File: config.mk
export PLATFORM = sky130hd
export DESIGN_NAME = sie_host_irq_enable
export DESIGN_NICKNAME = d
export VERILOG_FILES = /design/src/hdl/sie_pkg.sv /design/src/hdl/sie_host_irq_enable.sv /design/src/hdl/sie_sync.sv
export SDC_FILE = /design/constraint.sdc
export NUM_CORES = 1
export LEC_CHECK = 0
export BUFFER_PORTS_ARGS = -buffer_cell sky130_fd_sc_hd__clkbuf_2
export CAP_MARGIN = 25
export CORE_MARGIN = 1
export CORE_UTILIZATION = 47
export CTS_CLUSTER_SIZE = 20
export DETAILED_ROUTE_END_ITERATION = 8
export GPL_TIMING_DRIVEN = 0
export PLACE_DENSITY = 0.77
export SLEW_MARGIN = 20
export SYNTH_ARGS = -nofsm -noshare
export SYNTH_HDL_FRONTEND = slang
export SYNTH_HIERARCHICAL = 1
export SYNTH_SLANG_ARGS = --single-unit
File: constraint.sdc
create_clock -name clk_sys -period 1.9 [get_ports clk_sys]
set_input_delay 0.38 -clock clk_sys [delete_from_list [all_inputs] [get_ports clk_sys]]
set_output_delay 0.38 -clock clk_sys [all_outputs]
set_load 0.02 [all_outputs]
File: src/hdl/sie_pkg.sv
// Constants and carrier types for the host interrupt enable block
package sie_pkg;

  // Register byte offsets
  localparam logic [7:0] SIE_ADDR_CTRL0 = 8'h00;
  localparam logic [7:0] SIE_ADDR_CTRL1 = 8'h04;
  localparam logic [7:0] SIE_ADDR_DATA_CH1 = 8'h08;
  localparam logic [7:0] SIE_ADDR_DATA_CH2 = 8'h0C;
  localparam logic [7:0] SIE_ADDR_DATA_CH3 = 8'h10;
  localparam logic [7:0] SIE_ADDR_FLAGS = 8'h14;
  localparam logic [7:0] SIE_ADDR_EVT_STATUS = 8'h18;
  localparam logic [7:0] SIE_ADDR_EVT_MASK = 8'h1C;

  // Control 0 fields
  localparam int SIE_BIT_IRQ1_EN = 0;
  localparam int SIE_BIT_IRQ12_EN = 1;
  localparam int SIE_BIT_SMI_EN = 2;
  localparam int SIE_BIT_DIRECT = 5;
  // Control 1 field
  localparam int SIE_BIT_IRQ11_EN = 7;

  // Flags register fields
  localparam int SIE_BIT_FULL_CH1 = 0;
  localparam int SIE_BIT_FULL_CH2 = 1;
  localparam int SIE_BIT_FULL_CH3A = 2;

  // Event status and mask fields
  localparam int SIE_EVT_W = 4;
  localparam int SIE_EVT_TAKEN_CH1 = 0;
  localparam int SIE_EVT_TAKEN_CH2 = 1;
  localparam int SIE_EVT_TAKEN_CH3 = 2;
  localparam int SIE_EVT_LPC_RESET = 3;

  // Arm slots for the read-zero-then-write-one set condition
  localparam int SIE_ARM_IRQ1 = 0;
  localparam int SIE_ARM_IRQ12 = 1;
  localparam int SIE_ARM_SMI = 2;
  localparam int SIE_ARM_IRQ11 = 3;

  // Reset values
  localparam logic SIE_RST_ENABLE = 1'b0;
  localparam logic SIE_RST_FULL = 1'b0;
  localparam logic [7:0] SIE_RST_DATA = 8'h00;
  localparam logic [SIE_EVT_W-1:0] SIE_RST_EVT = 4'h0;

  // Width of the synchronised link bundle
  localparam int SIE_LINK_W = 6;

  typedef enum logic [1:0] {
    SIE_BUS_IDLE = 2'b00,
    SIE_BUS_ACK = 2'b01
  } sie_bus_state_type;

  typedef struct packed {
    logic lpc_clk;
    logic lpc_rst_n;
    logic lpc_swrst;
    logic host_rd_ch1;
    logic host_rd_ch2;
    logic host_rd_ch3;
  } sie_link_type;

  typedef struct packed {
    logic smi;
    logic irq1;
    logic irq12;
    logic irq11;
  } sie_host_req_type;

  typedef struct packed {
    logic [7:0] ch1;
    logic [7:0] ch2;
    logic [7:0] ch3;
  } sie_out_data_type;

endpackage

File: src/hdl/sie_host_irq_enable.sv
// Host interrupt enable bits for the serial interrupt link, with Avalon-MM slave
// What this block does
// Direct off: SMI needs ch2 enable and full
// Direct on: ch2 SMI enable alone requests SMI
// SMI enable clears: write 0, reset, full drop unless direct mode
// SMI enable sets: write 1 after reading 0
// IRQ12 needs ch1 enable and ch1 full
// IRQ12 enable clears: write 0, reset, full drop
// IRQ12 enable sets: write 1 after reading 0
// IRQ1 needs ch1 enable and ch1 full
// IRQ1 enable clears: write 0, reset, full drop
// IRQ1 enable sets: write 1 after reading 0
// Direct off: IRQ11 needs ch3 enable and full
// Direct on: ch3 IRQ11 enable alone requests
// IRQ11 enable clears: write 0, reset, full drop unless direct mode
// IRQ11 enable sets: write 1 after reading 0
// Ch2/ch3 gate on full unless direct mode
// Enables reset to 0, local access only
//
// Our own choices: the register addresses and register access over Avalon-MM.
`timescale 1ns/1ps
`default_nettype none

module sie_host_irq_enable (
  input wire logic clk_sys,
  input wire logic rst,
  input wire logic ce,
  input wire logic [7:0] avs_address,
  input wire logic avs_read,
  input wire logic avs_write,
  input wire logic [31:0] avs_writedata,
  input wire logic [3:0] avs_byteenable,
  output logic [31:0] avs_readdata,
  output logic avs_waitrequest,
  input wire sie_pkg::sie_link_type link_pins,
  output sie_pkg::sie_host_req_type host_req,
  output sie_pkg::sie_out_data_type host_data,
  output logic irq
);

  typedef struct packed {
    sie_pkg::sie_bus_state_type bus;
    logic [7:0] rdata;
    logic irq1_enable_ch1;
    logic irq12_enable_ch1;
    logic smi_enable_ch2;
    logic irq11_enable_ch3;
    logic direct_irq_mode;
    logic [3:0] armed;
    logic out_full_ch1;
    logic out_full_ch2;
    logic out_full_ch3a;
    sie_pkg::sie_out_data_type data;
    logic [sie_pkg::SIE_EVT_W-1:0] evt_status;
    logic [sie_pkg::SIE_EVT_W-1:0] evt_mask;
    logic lclk_prev;
    sie_pkg::sie_host_req_type req;
    logic irq;
  } sie_state_type;

  sie_state_type q;
  sie_state_type n;
  sie_pkg::sie_link_type link_s;
  // Reset pin idles high; flopped inverted so a cleared synchroniser reads idle
  sie_pkg::sie_link_type link_flip;
  sie_pkg::sie_link_type link_sq;

  logic lpc_reset;
  logic lclk_rise;
  logic take_ch1;
  logic take_ch2;
  logic take_ch3;
  logic wr_ok;
  logic rd_ok;
  logic [7:0] wbyte;

  // Enable bit update: write 0 clears, write 1 sets only when armed by a zero read
  function automatic logic en_write(input logic cur, input logic wbit, input logic armed);
    logic r;
    r = cur;
    if (!wbit) begin
      r = 1'b0;
    end else if (armed) begin
      r = 1'b1;
    end
    return r;
  endfunction

  // Request level: full flag gates unless direct mode
  function automatic logic req_level(input logic en, input logic direct, input logic full);
    return en && (direct || full);
  endfunction

  // Pins arrive from the LPC side, so they are synchronised first
  sie_sync #(
    .W(sie_pkg::SIE_LINK_W)
  ) u_sync (
    .clk_sys(clk_sys),
    .rst(rst),
    .ce(ce),
    .d(link_flip),
    .q(link_sq)
  );

  always_comb begin
    link_flip = link_pins;
    link_flip.lpc_rst_n = !link_pins.lpc_rst_n;
    link_s = link_sq;
    link_s.lpc_rst_n = !link_sq.lpc_rst_n;
  end

  assign rd_ok = avs_read && (q.bus == sie_pkg::SIE_BUS_ACK) && ce;
  assign wr_ok = avs_write && (q.bus == sie_pkg::SIE_BUS_ACK) && ce && avs_byteenable[0];
  assign wbyte = avs_writedata[7:0];
  assign lpc_reset = !link_s.lpc_rst_n || link_s.lpc_swrst;
  // Host read strobes are only meaningful on an LPC clock rising edge
  assign lclk_rise = link_s.lpc_clk && !q.lclk_prev;
  assign take_ch1 = lclk_rise && link_s.host_rd_ch1 && q.out_full_ch1;
  assign take_ch2 = lclk_rise && link_s.host_rd_ch2 && q.out_full_ch2;
  assign take_ch3 = lclk_rise && link_s.host_rd_ch3 && q.out_full_ch3a;

  always_comb begin
    n = q;
    n.lclk_prev = link_s.lpc_clk;

    // Bus handshake; read data is captured one cycle before it is presented
    case (q.bus)
      sie_pkg::SIE_BUS_IDLE: begin
        if (avs_read || avs_write) begin
          n.bus = sie_pkg::SIE_BUS_ACK;
          n.rdata = 8'h00;
          case (avs_address)
            sie_pkg::SIE_ADDR_CTRL0: begin
              n.rdata[sie_pkg::SIE_BIT_IRQ1_EN] = q.irq1_enable_ch1;
              n.rdata[sie_pkg::SIE_BIT_IRQ12_EN] = q.irq12_enable_ch1;
              n.rdata[sie_pkg::SIE_BIT_SMI_EN] = q.smi_enable_ch2;
              n.rdata[sie_pkg::SIE_BIT_DIRECT] = q.direct_irq_mode;
            end
            sie_pkg::SIE_ADDR_CTRL1: begin
              n.rdata[sie_pkg::SIE_BIT_IRQ11_EN] = q.irq11_enable_ch3;
            end
            sie_pkg::SIE_ADDR_DATA_CH1: begin
              n.rdata = q.data.ch1;
            end
            sie_pkg::SIE_ADDR_DATA_CH2: begin
              n.rdata = q.data.ch2;
            end
            sie_pkg::SIE_ADDR_DATA_CH3: begin
              n.rdata = q.data.ch3;
            end
            sie_pkg::SIE_ADDR_FLAGS: begin
              n.rdata[sie_pkg::SIE_BIT_FULL_CH1] = q.out_full_ch1;
              n.rdata[sie_pkg::SIE_BIT_FULL_CH2] = q.out_full_ch2;
              n.rdata[sie_pkg::SIE_BIT_FULL_CH3A] = q.out_full_ch3a;
            end
            sie_pkg::SIE_ADDR_EVT_STATUS: begin
              n.rdata[sie_pkg::SIE_EVT_W-1:0] = q.evt_status;
            end
            sie_pkg::SIE_ADDR_EVT_MASK: begin
              n.rdata[sie_pkg::SIE_EVT_W-1:0] = q.evt_mask;
            end
            default: begin
              n.rdata = 8'h00;
            end
          endcase
        end
      end
      sie_pkg::SIE_BUS_ACK: begin
        n.bus = sie_pkg::SIE_BUS_IDLE;
      end
      default: begin
        n.bus = sie_pkg::SIE_BUS_IDLE;
      end
    endcase

    // A completed read arms each enable bit that read back as 0
    if (rd_ok && avs_address == sie_pkg::SIE_ADDR_CTRL0) begin
      n.armed[sie_pkg::SIE_ARM_IRQ1] = !q.rdata[sie_pkg::SIE_BIT_IRQ1_EN];
      n.armed[sie_pkg::SIE_ARM_IRQ12] = !q.rdata[sie_pkg::SIE_BIT_IRQ12_EN];
      n.armed[sie_pkg::SIE_ARM_SMI] = !q.rdata[sie_pkg::SIE_BIT_SMI_EN];
    end
    if (rd_ok && avs_address == sie_pkg::SIE_ADDR_CTRL1) begin
      n.armed[sie_pkg::SIE_ARM_IRQ11] = !q.rdata[sie_pkg::SIE_BIT_IRQ11_EN];
    end

    // Only the local bus reaches these bits; the host has no path here
    if (wr_ok) begin
      case (avs_address)
        sie_pkg::SIE_ADDR_CTRL0: begin
          n.irq1_enable_ch1 = en_write(q.irq1_enable_ch1, wbyte[sie_pkg::SIE_BIT_IRQ1_EN],
            q.armed[sie_pkg::SIE_ARM_IRQ1]);
          n.irq12_enable_ch1 = en_write(q.irq12_enable_ch1, wbyte[sie_pkg::SIE_BIT_IRQ12_EN],
            q.armed[sie_pkg::SIE_ARM_IRQ12]);
          n.smi_enable_ch2 = en_write(q.smi_enable_ch2, wbyte[sie_pkg::SIE_BIT_SMI_EN],
            q.armed[sie_pkg::SIE_ARM_SMI]);
          n.direct_irq_mode = wbyte[sie_pkg::SIE_BIT_DIRECT];
          n.armed[sie_pkg::SIE_ARM_SMI:sie_pkg::SIE_ARM_IRQ1] = 3'h0;
        end
        sie_pkg::SIE_ADDR_CTRL1: begin
          n.irq11_enable_ch3 = en_write(q.irq11_enable_ch3, wbyte[sie_pkg::SIE_BIT_IRQ11_EN],
            q.armed[sie_pkg::SIE_ARM_IRQ11]);
          n.armed[sie_pkg::SIE_ARM_IRQ11] = 1'b0;
        end
        sie_pkg::SIE_ADDR_EVT_MASK: begin
          n.evt_mask = wbyte[sie_pkg::SIE_EVT_W-1:0];
        end
        default: begin
          n.evt_mask = q.evt_mask;
        end
      endcase
    end

    // Host read empties a channel; a same-cycle local write keeps it full
    if (take_ch1) begin
      n.out_full_ch1 = 1'b0;
    end
    if (take_ch2) begin
      n.out_full_ch2 = 1'b0;
    end
    if (take_ch3) begin
      n.out_full_ch3a = 1'b0;
    end
    if (wr_ok && avs_address == sie_pkg::SIE_ADDR_DATA_CH1) begin
      n.data.ch1 = wbyte;
      n.out_full_ch1 = 1'b1;
    end
    if (wr_ok && avs_address == sie_pkg::SIE_ADDR_DATA_CH2) begin
      n.data.ch2 = wbyte;
      n.out_full_ch2 = 1'b1;
    end
    if (wr_ok && avs_address == sie_pkg::SIE_ADDR_DATA_CH3) begin
      n.data.ch3 = wbyte;
      n.out_full_ch3a = 1'b1;
    end

    // Full flag dropping clears the enables; ch2 and ch3 only outside direct mode
    if (q.out_full_ch1 && !n.out_full_ch1) begin
      n.irq1_enable_ch1 = 1'b0;
      n.irq12_enable_ch1 = 1'b0;
    end
    if (q.out_full_ch2 && !n.out_full_ch2 && !q.direct_irq_mode) begin
      n.smi_enable_ch2 = 1'b0;
    end
    if (q.out_full_ch3a && !n.out_full_ch3a && !q.direct_irq_mode) begin
      n.irq11_enable_ch3 = 1'b0;
    end

    // LPC hardware or software reset holds all enables at 0
    if (lpc_reset) begin
      n.irq1_enable_ch1 = sie_pkg::SIE_RST_ENABLE;
      n.irq12_enable_ch1 = sie_pkg::SIE_RST_ENABLE;
      n.smi_enable_ch2 = sie_pkg::SIE_RST_ENABLE;
      n.irq11_enable_ch3 = sie_pkg::SIE_RST_ENABLE;
      n.armed = 4'h0;
    end

    // Sticky events; a new event beats a write-one-to-clear in the same cycle
    if (wr_ok && avs_address == sie_pkg::SIE_ADDR_EVT_STATUS) begin
      n.evt_status = q.evt_status & ~wbyte[sie_pkg::SIE_EVT_W-1:0];
    end
    n.evt_status[sie_pkg::SIE_EVT_TAKEN_CH1] = n.evt_status[sie_pkg::SIE_EVT_TAKEN_CH1] || take_ch1;
    n.evt_status[sie_pkg::SIE_EVT_TAKEN_CH2] = n.evt_status[sie_pkg::SIE_EVT_TAKEN_CH2] || take_ch2;
    n.evt_status[sie_pkg::SIE_EVT_TAKEN_CH3] = n.evt_status[sie_pkg::SIE_EVT_TAKEN_CH3] || take_ch3;
    n.evt_status[sie_pkg::SIE_EVT_LPC_RESET] = n.evt_status[sie_pkg::SIE_EVT_LPC_RESET] ||
      lpc_reset;
    n.irq = |(n.evt_status & n.evt_mask);

    // Host interrupt request levels toward the serial interrupt frame engine
    n.req.irq1 = req_level(n.irq1_enable_ch1, 1'b0, n.out_full_ch1);
    n.req.irq12 = req_level(n.irq12_enable_ch1, 1'b0, n.out_full_ch1);
    n.req.smi = req_level(n.smi_enable_ch2, n.direct_irq_mode, n.out_full_ch2);
    n.req.irq11 = req_level(n.irq11_enable_ch3, n.direct_irq_mode, n.out_full_ch3a);
  end

  always_ff @(posedge clk_sys or posedge rst) begin
    if (rst) begin
      q <= '0;
    end else if (ce) begin
      q <= n;
    end
  end

  assign avs_waitrequest = (avs_read || avs_write) && !((q.bus == sie_pkg::SIE_BUS_ACK) && ce);
  assign avs_readdata = {24'h000000, q.rdata};
  assign host_req = q.req;
  assign host_data = q.data;
  assign irq = q.irq;
endmodule

`default_nettype wire

File: src/hdl/sie_sync.sv
// Two-stage synchroniser for inputs from outside the clock domain
`timescale 1ns/1ps
`default_nettype none

module sie_sync #(
  parameter int W = 1
) (
  input wire logic clk_sys,
  input wire logic rst,
  input wire logic ce,
  input wire logic [W-1:0] d,
  output logic [W-1:0] q
);

  typedef struct packed {
    logic [W-1:0] s1;
    logic [W-1:0] s2;
  } sie_sync_state_type;

  sie_sync_state_type st_q;
  sie_sync_state_type st_d;

  // First stage feeds only the second stage
  always_comb begin
    st_d = st_q;
    st_d.s1 = d;
    st_d.s2 = st_q.s1;
  end

  always_ff @(posedge clk_sys or posedge rst) begin
    if (rst) begin
      st_q <= '0;
    end else if (ce) begin
      st_q <= st_d;
    end
  end

  assign q = st_q.s2;

endmodule

`default_nettype wire

Word level (Yosys, flattened, before mapping)
Index checks and enable logic that the tools add are counted.
{"block": "op_classes", "eq_ne": 9, "n_mux": 38, "bitwise": 3, "n_reduce_logical": 56}
{"op": "equality test 8 x 5 -> 1 bit (second input constant)", "n": 4}
{"op": "logical AND 1 bit", "n": 29}
{"op": "case mux 3 bit (7 select lines)", "n": 1}
{"op": "2-to-1 mux 1 bit", "n": 20}
{"op": "2-to-1 mux 4 bit", "n": 5}
{"op": "equality test 8 x 4 -> 1 bit (second input constant)", "n": 2}
{"op": "logical NOT 1 bit", "n": 11}
{"op": "2-to-1 mux 10 bit", "n": 1}
{"op": "2-to-1 mux 3 bit", "n": 3}
{"op": "2-to-1 mux 9 bit", "n": 1}
{"op": "bitwise AND 4 bit", "n": 2}
{"op": "equality test 8 x 3 -> 1 bit (second input constant)", "n": 1}
{"op": "logical NOT 8 bit", "n": 1}
{"op": "logical OR 1 bit", "n": 8}
{"op": "case mux 1 bit (4 select lines)", "n": 2}
{"op": "AND reduction 2 bit", "n": 4}
{"op": "case mux 1 bit (3 select lines)", "n": 2}
{"op": "case mux 1 bit (5 select lines)", "n": 1}
{"op": "2-to-1 mux 2 bit", "n": 2}
{"op": "inverter 4 bit", "n": 1}
{"op": "OR reduction 4 bit", "n": 1}
{"op": "AND reduction 3 bit", "n": 1}
{"op": "equality test 2 x 1 -> 1 bit (second input constant)", "n": 1}
{"op": "logical NOT 2 bit", "n": 1}
{"op": "inequality test 2 bit (second input constant)", "n": 1}
{"block": "word_totals", "ff_bits": 72, "input_bits": 55, "out_inout_bits": 62, "elab_cells": 130}

Logic depth before layout (Yosys ltp)
{"block": "depth", "ltp_word": 12, "depth_mapped": 7, "ltp_nobuf": 5}

By module
Netlist, hierarchy kept.
{"mod": "sie_host_irq_enable", "instances": 1, "cells_each": 340, "area_each_um2": 3464.6, "seq_area_each_um2": 1476.4}
{"mod": "sie_sync", "instances": 1, "cells_each": 26, "area_each_um2": 488.0, "seq_area_each_um2": 300.3}

Worst setup path before layout
OpenSTA, ideal clock, no wires.
{"block": "synth_path", "path_kind": "input -> register", "startpoint": "input avs_address[2]", "endpoint": "register q, in the netlist host_data[16]", "setup_ns": 0.125, "arrival_ns": 2.028, "t_required_ns": 1.775, "path_slack_ns": -0.253, "cell_stages": 6, "path_buffers": 3, "cell_sequence": "buf_2 > or4b_2 > buf_2 > nor3_4 > buf_6 > mux2_2"}
{"block": "synth_via", "elab_chain_cells": 3}
{"element": "from (decl)", "line": "sie_host_irq_enable.sv:28", "rtl": "input wire logic [7:0] avs_address,"}
{"element": "equality test 8 x 4 -> 1 bit", "line": "sie_host_irq_enable.sv:223", "rtl": "if (wr_ok && avs_address == sie_pkg::SIE_ADDR_DATA_CH1) begin"}
{"element": "logical AND 1 bit", "line": "sie_host_irq_enable.sv:223"}
{"element": "AND reduction 2 bit (no line)"}
{"element": "to (signal assigned)", "line": "sie_host_irq_enable.sv:279", "rtl": "q <= n;"}
{"element": "to (decl)", "line": "sie_host_irq_enable.sv:61", "rtl": "sie_state_type q;"}
No other way between the ends.
A chain may end at the register's enable or synchronous reset.

Worst setup path in the final report
Same ends and word-level chain as after synthesis.

==> results.cfg <==
[synthesis]
synth-seq-cells = 71
synth_edf_count = 0
synthArstFlopShare = 1.00
synth-seq-area-share = 0.450
synthTopCellsByArea = dfrtp_1 45%, buf_4 11%, mux2_2 10%
syn-cell-area_um2 = 3950
synth_cell_type_count = 56
ys.flop_type = dfrtp_1
yosys_warnings = 6
synth.largest_area_cell = dfrtp_1
netlist.area_leader.share = 0.450
synth_cells = 366
syn_avg_cell_area_um2 = 10.8

[worst_hold_path]
hold_path.class = in2async

[routing]
top_layer_used = met4
routed_wl_um = 9970
wl_met3_um = 607
wl_met1_um = 4430
drt_pass1_iterations = 5
vias_per_cell = 5.47
drc = 0
vias = 3159
detail-route-antenna-nets = 0
wl_per_cell_um = 17.2
drt-initial-drc-count = 206
met2WireLength_um = 4710

[floorplan]
start_util = 0.483
num_rows = 33
die_x_um = 93.7
die_area_um2 = 8780
ios = 117
coreArea_um2 = 8180
die_h_um = 93.7

[finish]
most-common-layout-cells = 70 x dfrtp_1, 67 x clkbuf_2, 64 x buf_4, 27 x mux2_2, 24 x conb_1
seq_area_um2 = 1780
design_area_um2 = 4930
nFillCells = 698
multiInputGateArea_um2 = 1760
final_common_cell = dfrtp_1
utilization = 0.603
syn2layout_area_growth_pct = 24.6
antenna_cells = 0
drive_above_1_share = 0.480
nets = 524

[timing]
fin_crit_sh = 0.997
slew_viol_final = 0
finalSetupTns_ps = 0
tightest_slew_ps = 845
setup_viol = 0
finalClockSkew_ps = 9.79
slew_headroom = 0.432
fmax_mhz = 528
fin_crit_ps = 1890
hold_viol = 0
worst_slack_ps = 6.02
rsz0062_at_grt = yes

[global_routing]
grt_pass1_vias = 2975
track_usage = 0.240
grt_overflow_total = 0
grt_max_degree = 60
antenna_found_initial = 0
grt_pass1_wl_um = 15700

[power_and_ir_drop]
powerDensity_nw_per_um2 = 669
ir_drop_mv = 0.610
power.leakage_nw = 2.51
power_mw = 3.29

[worst_setup_path]
worstSetupEndpointType = register
cp_common_cell = buf_6
cp.required_ps = 2130
slowest_stage = or4b_4
path_class = in2reg
cp_num_buf_inv = 4
start_kind = input port
rr_worst_depth = 6
r2r-start = q[58]
cpPeakStageDelay_ps = 530
arrival_ps = 2120
crit_chain = clkbuf_2 > buf_6 > or4b_4 > buf_6 > nor3_4 > buf_6 > mux2_2
cp_max_fo = 10
reg2reg_to = host_data[14]
path_delay_family = simple AND/OR/NAND/NOR gates
rrSetupSlack_ps = 90

[run]
drv_cap = 0

[cts]
cts_sinks = 71
postCtsHoldBufs = 0
cts_tree = built
htreeDepth = 3
clock_tree.buffer_depth = 2
cts-root-buf = clkbuf_8
clk_pin_slew_ps = 80
clock_latency_ps = 340
numCtsBuffers = 9

[status]
outcome = completed

[placed_design]
gp_congestion = 0.934
hpwl_um = 7220
placed_area_um2 = 4610
numPortBuffers = 62
place_ws_ps = -647
## state kept, by name, summed over array words and instances, names as in the netlist
register,flops
avs_readdata,8
irq,1
host_req,4
u_sync/q,6
q,22
u_sync/st_d,6
host_data,24
## per-stage QoR
step	instances	hold WS (ps)
CTS	576	51.8
finish	578	42.9
global placement	556	391
global route	578	68.3
floorplan	389	245
detailed placement	557	423
## power by group
part	total [mW]	internal (mW)	switching, mW
clock network	1.21	0.637	0.574
logic	0.470	0.201	0.269
registers	1.61	1.57	0.0445
total	3.29	2.41	0.888
## worst max path at each step
stage	cells after the start	end	slack, ps	start
2_1_floorplan	6	host_req[3]	-120	avs_address[5]
3_3_place_gp	2	host_data[20]	-670	rst
3_5_place_dp	6	host_data[14]	-650	ce
4_1_cts	7	host_data[16]	10	avs_address[2]
5_1_grt	7	host_data[16]	-10	avs_address[2]
6_report	7	host_data[16]	6	avs_address[2]
## layer usage
metal,up-vias,track usage
li1,1463,-
met1,1537,0.330
met2,142,0.372
met3,17,0.0469
met4,0,0.0936
met5,-,0
## layout make-up
type / instances / area share
Buffer: 81 / 0.125
Clock buffer: 10 / 0.0279
Clock inverter: 5 / 0.0117
Inverter: 11 / 0.00889
Multi-Input combinational cell: 226 / 0.357
Sequential cell: 71 / 0.361
Tap cell: 105 / 0.0267
Timing Repair Buffer: 69 / 0.0810
## cell families (layout without fill, tap and decap cells)
| kind of cell | Yosys count | after routing | synth area share |
|---|---|---|---|
| buf+inv | 92 | 176 | 0.152 |
| compound gates | 81 | 81 | 0.149 |
| simple gates | 76 | 76 | 0.111 |
| flops | 71 | 71 | 0.450 |
| mux | 45 | 45 | 0.138 |
| other cells | 1 | 24 | 0.000949 |
## Yosys cell counts, drive strengths merged, types with 5 or more instances
cell type	n
a21oi	9
dfrtp	71
nor4	5
nand2	16
a22oi	8
inv	11
nand3	14
nor2	12
a21o	7
clkbuf	13
o21ai	15
nor3	9
buf	68
mux2	45
## worst reg2reg max path: stages, from the launching register on
cell and delay, ps:
dfrtp_2 410, and4_1 260, clkbuf_4 230, nand2_1 150
nor2_4 170, buf_12 150, mux2_2 340
## repair_timing
item                                    in CTS  in global routing
gates cloned                                 0                  0
pin swaps                                    2                  2
endpoints found under the setup margin      29                 20
endpoints found under the hold margin        0                  0
gates resized for setup                      9                 12
setup buffers                                4                  2
(Power assumes the default switching activity.)
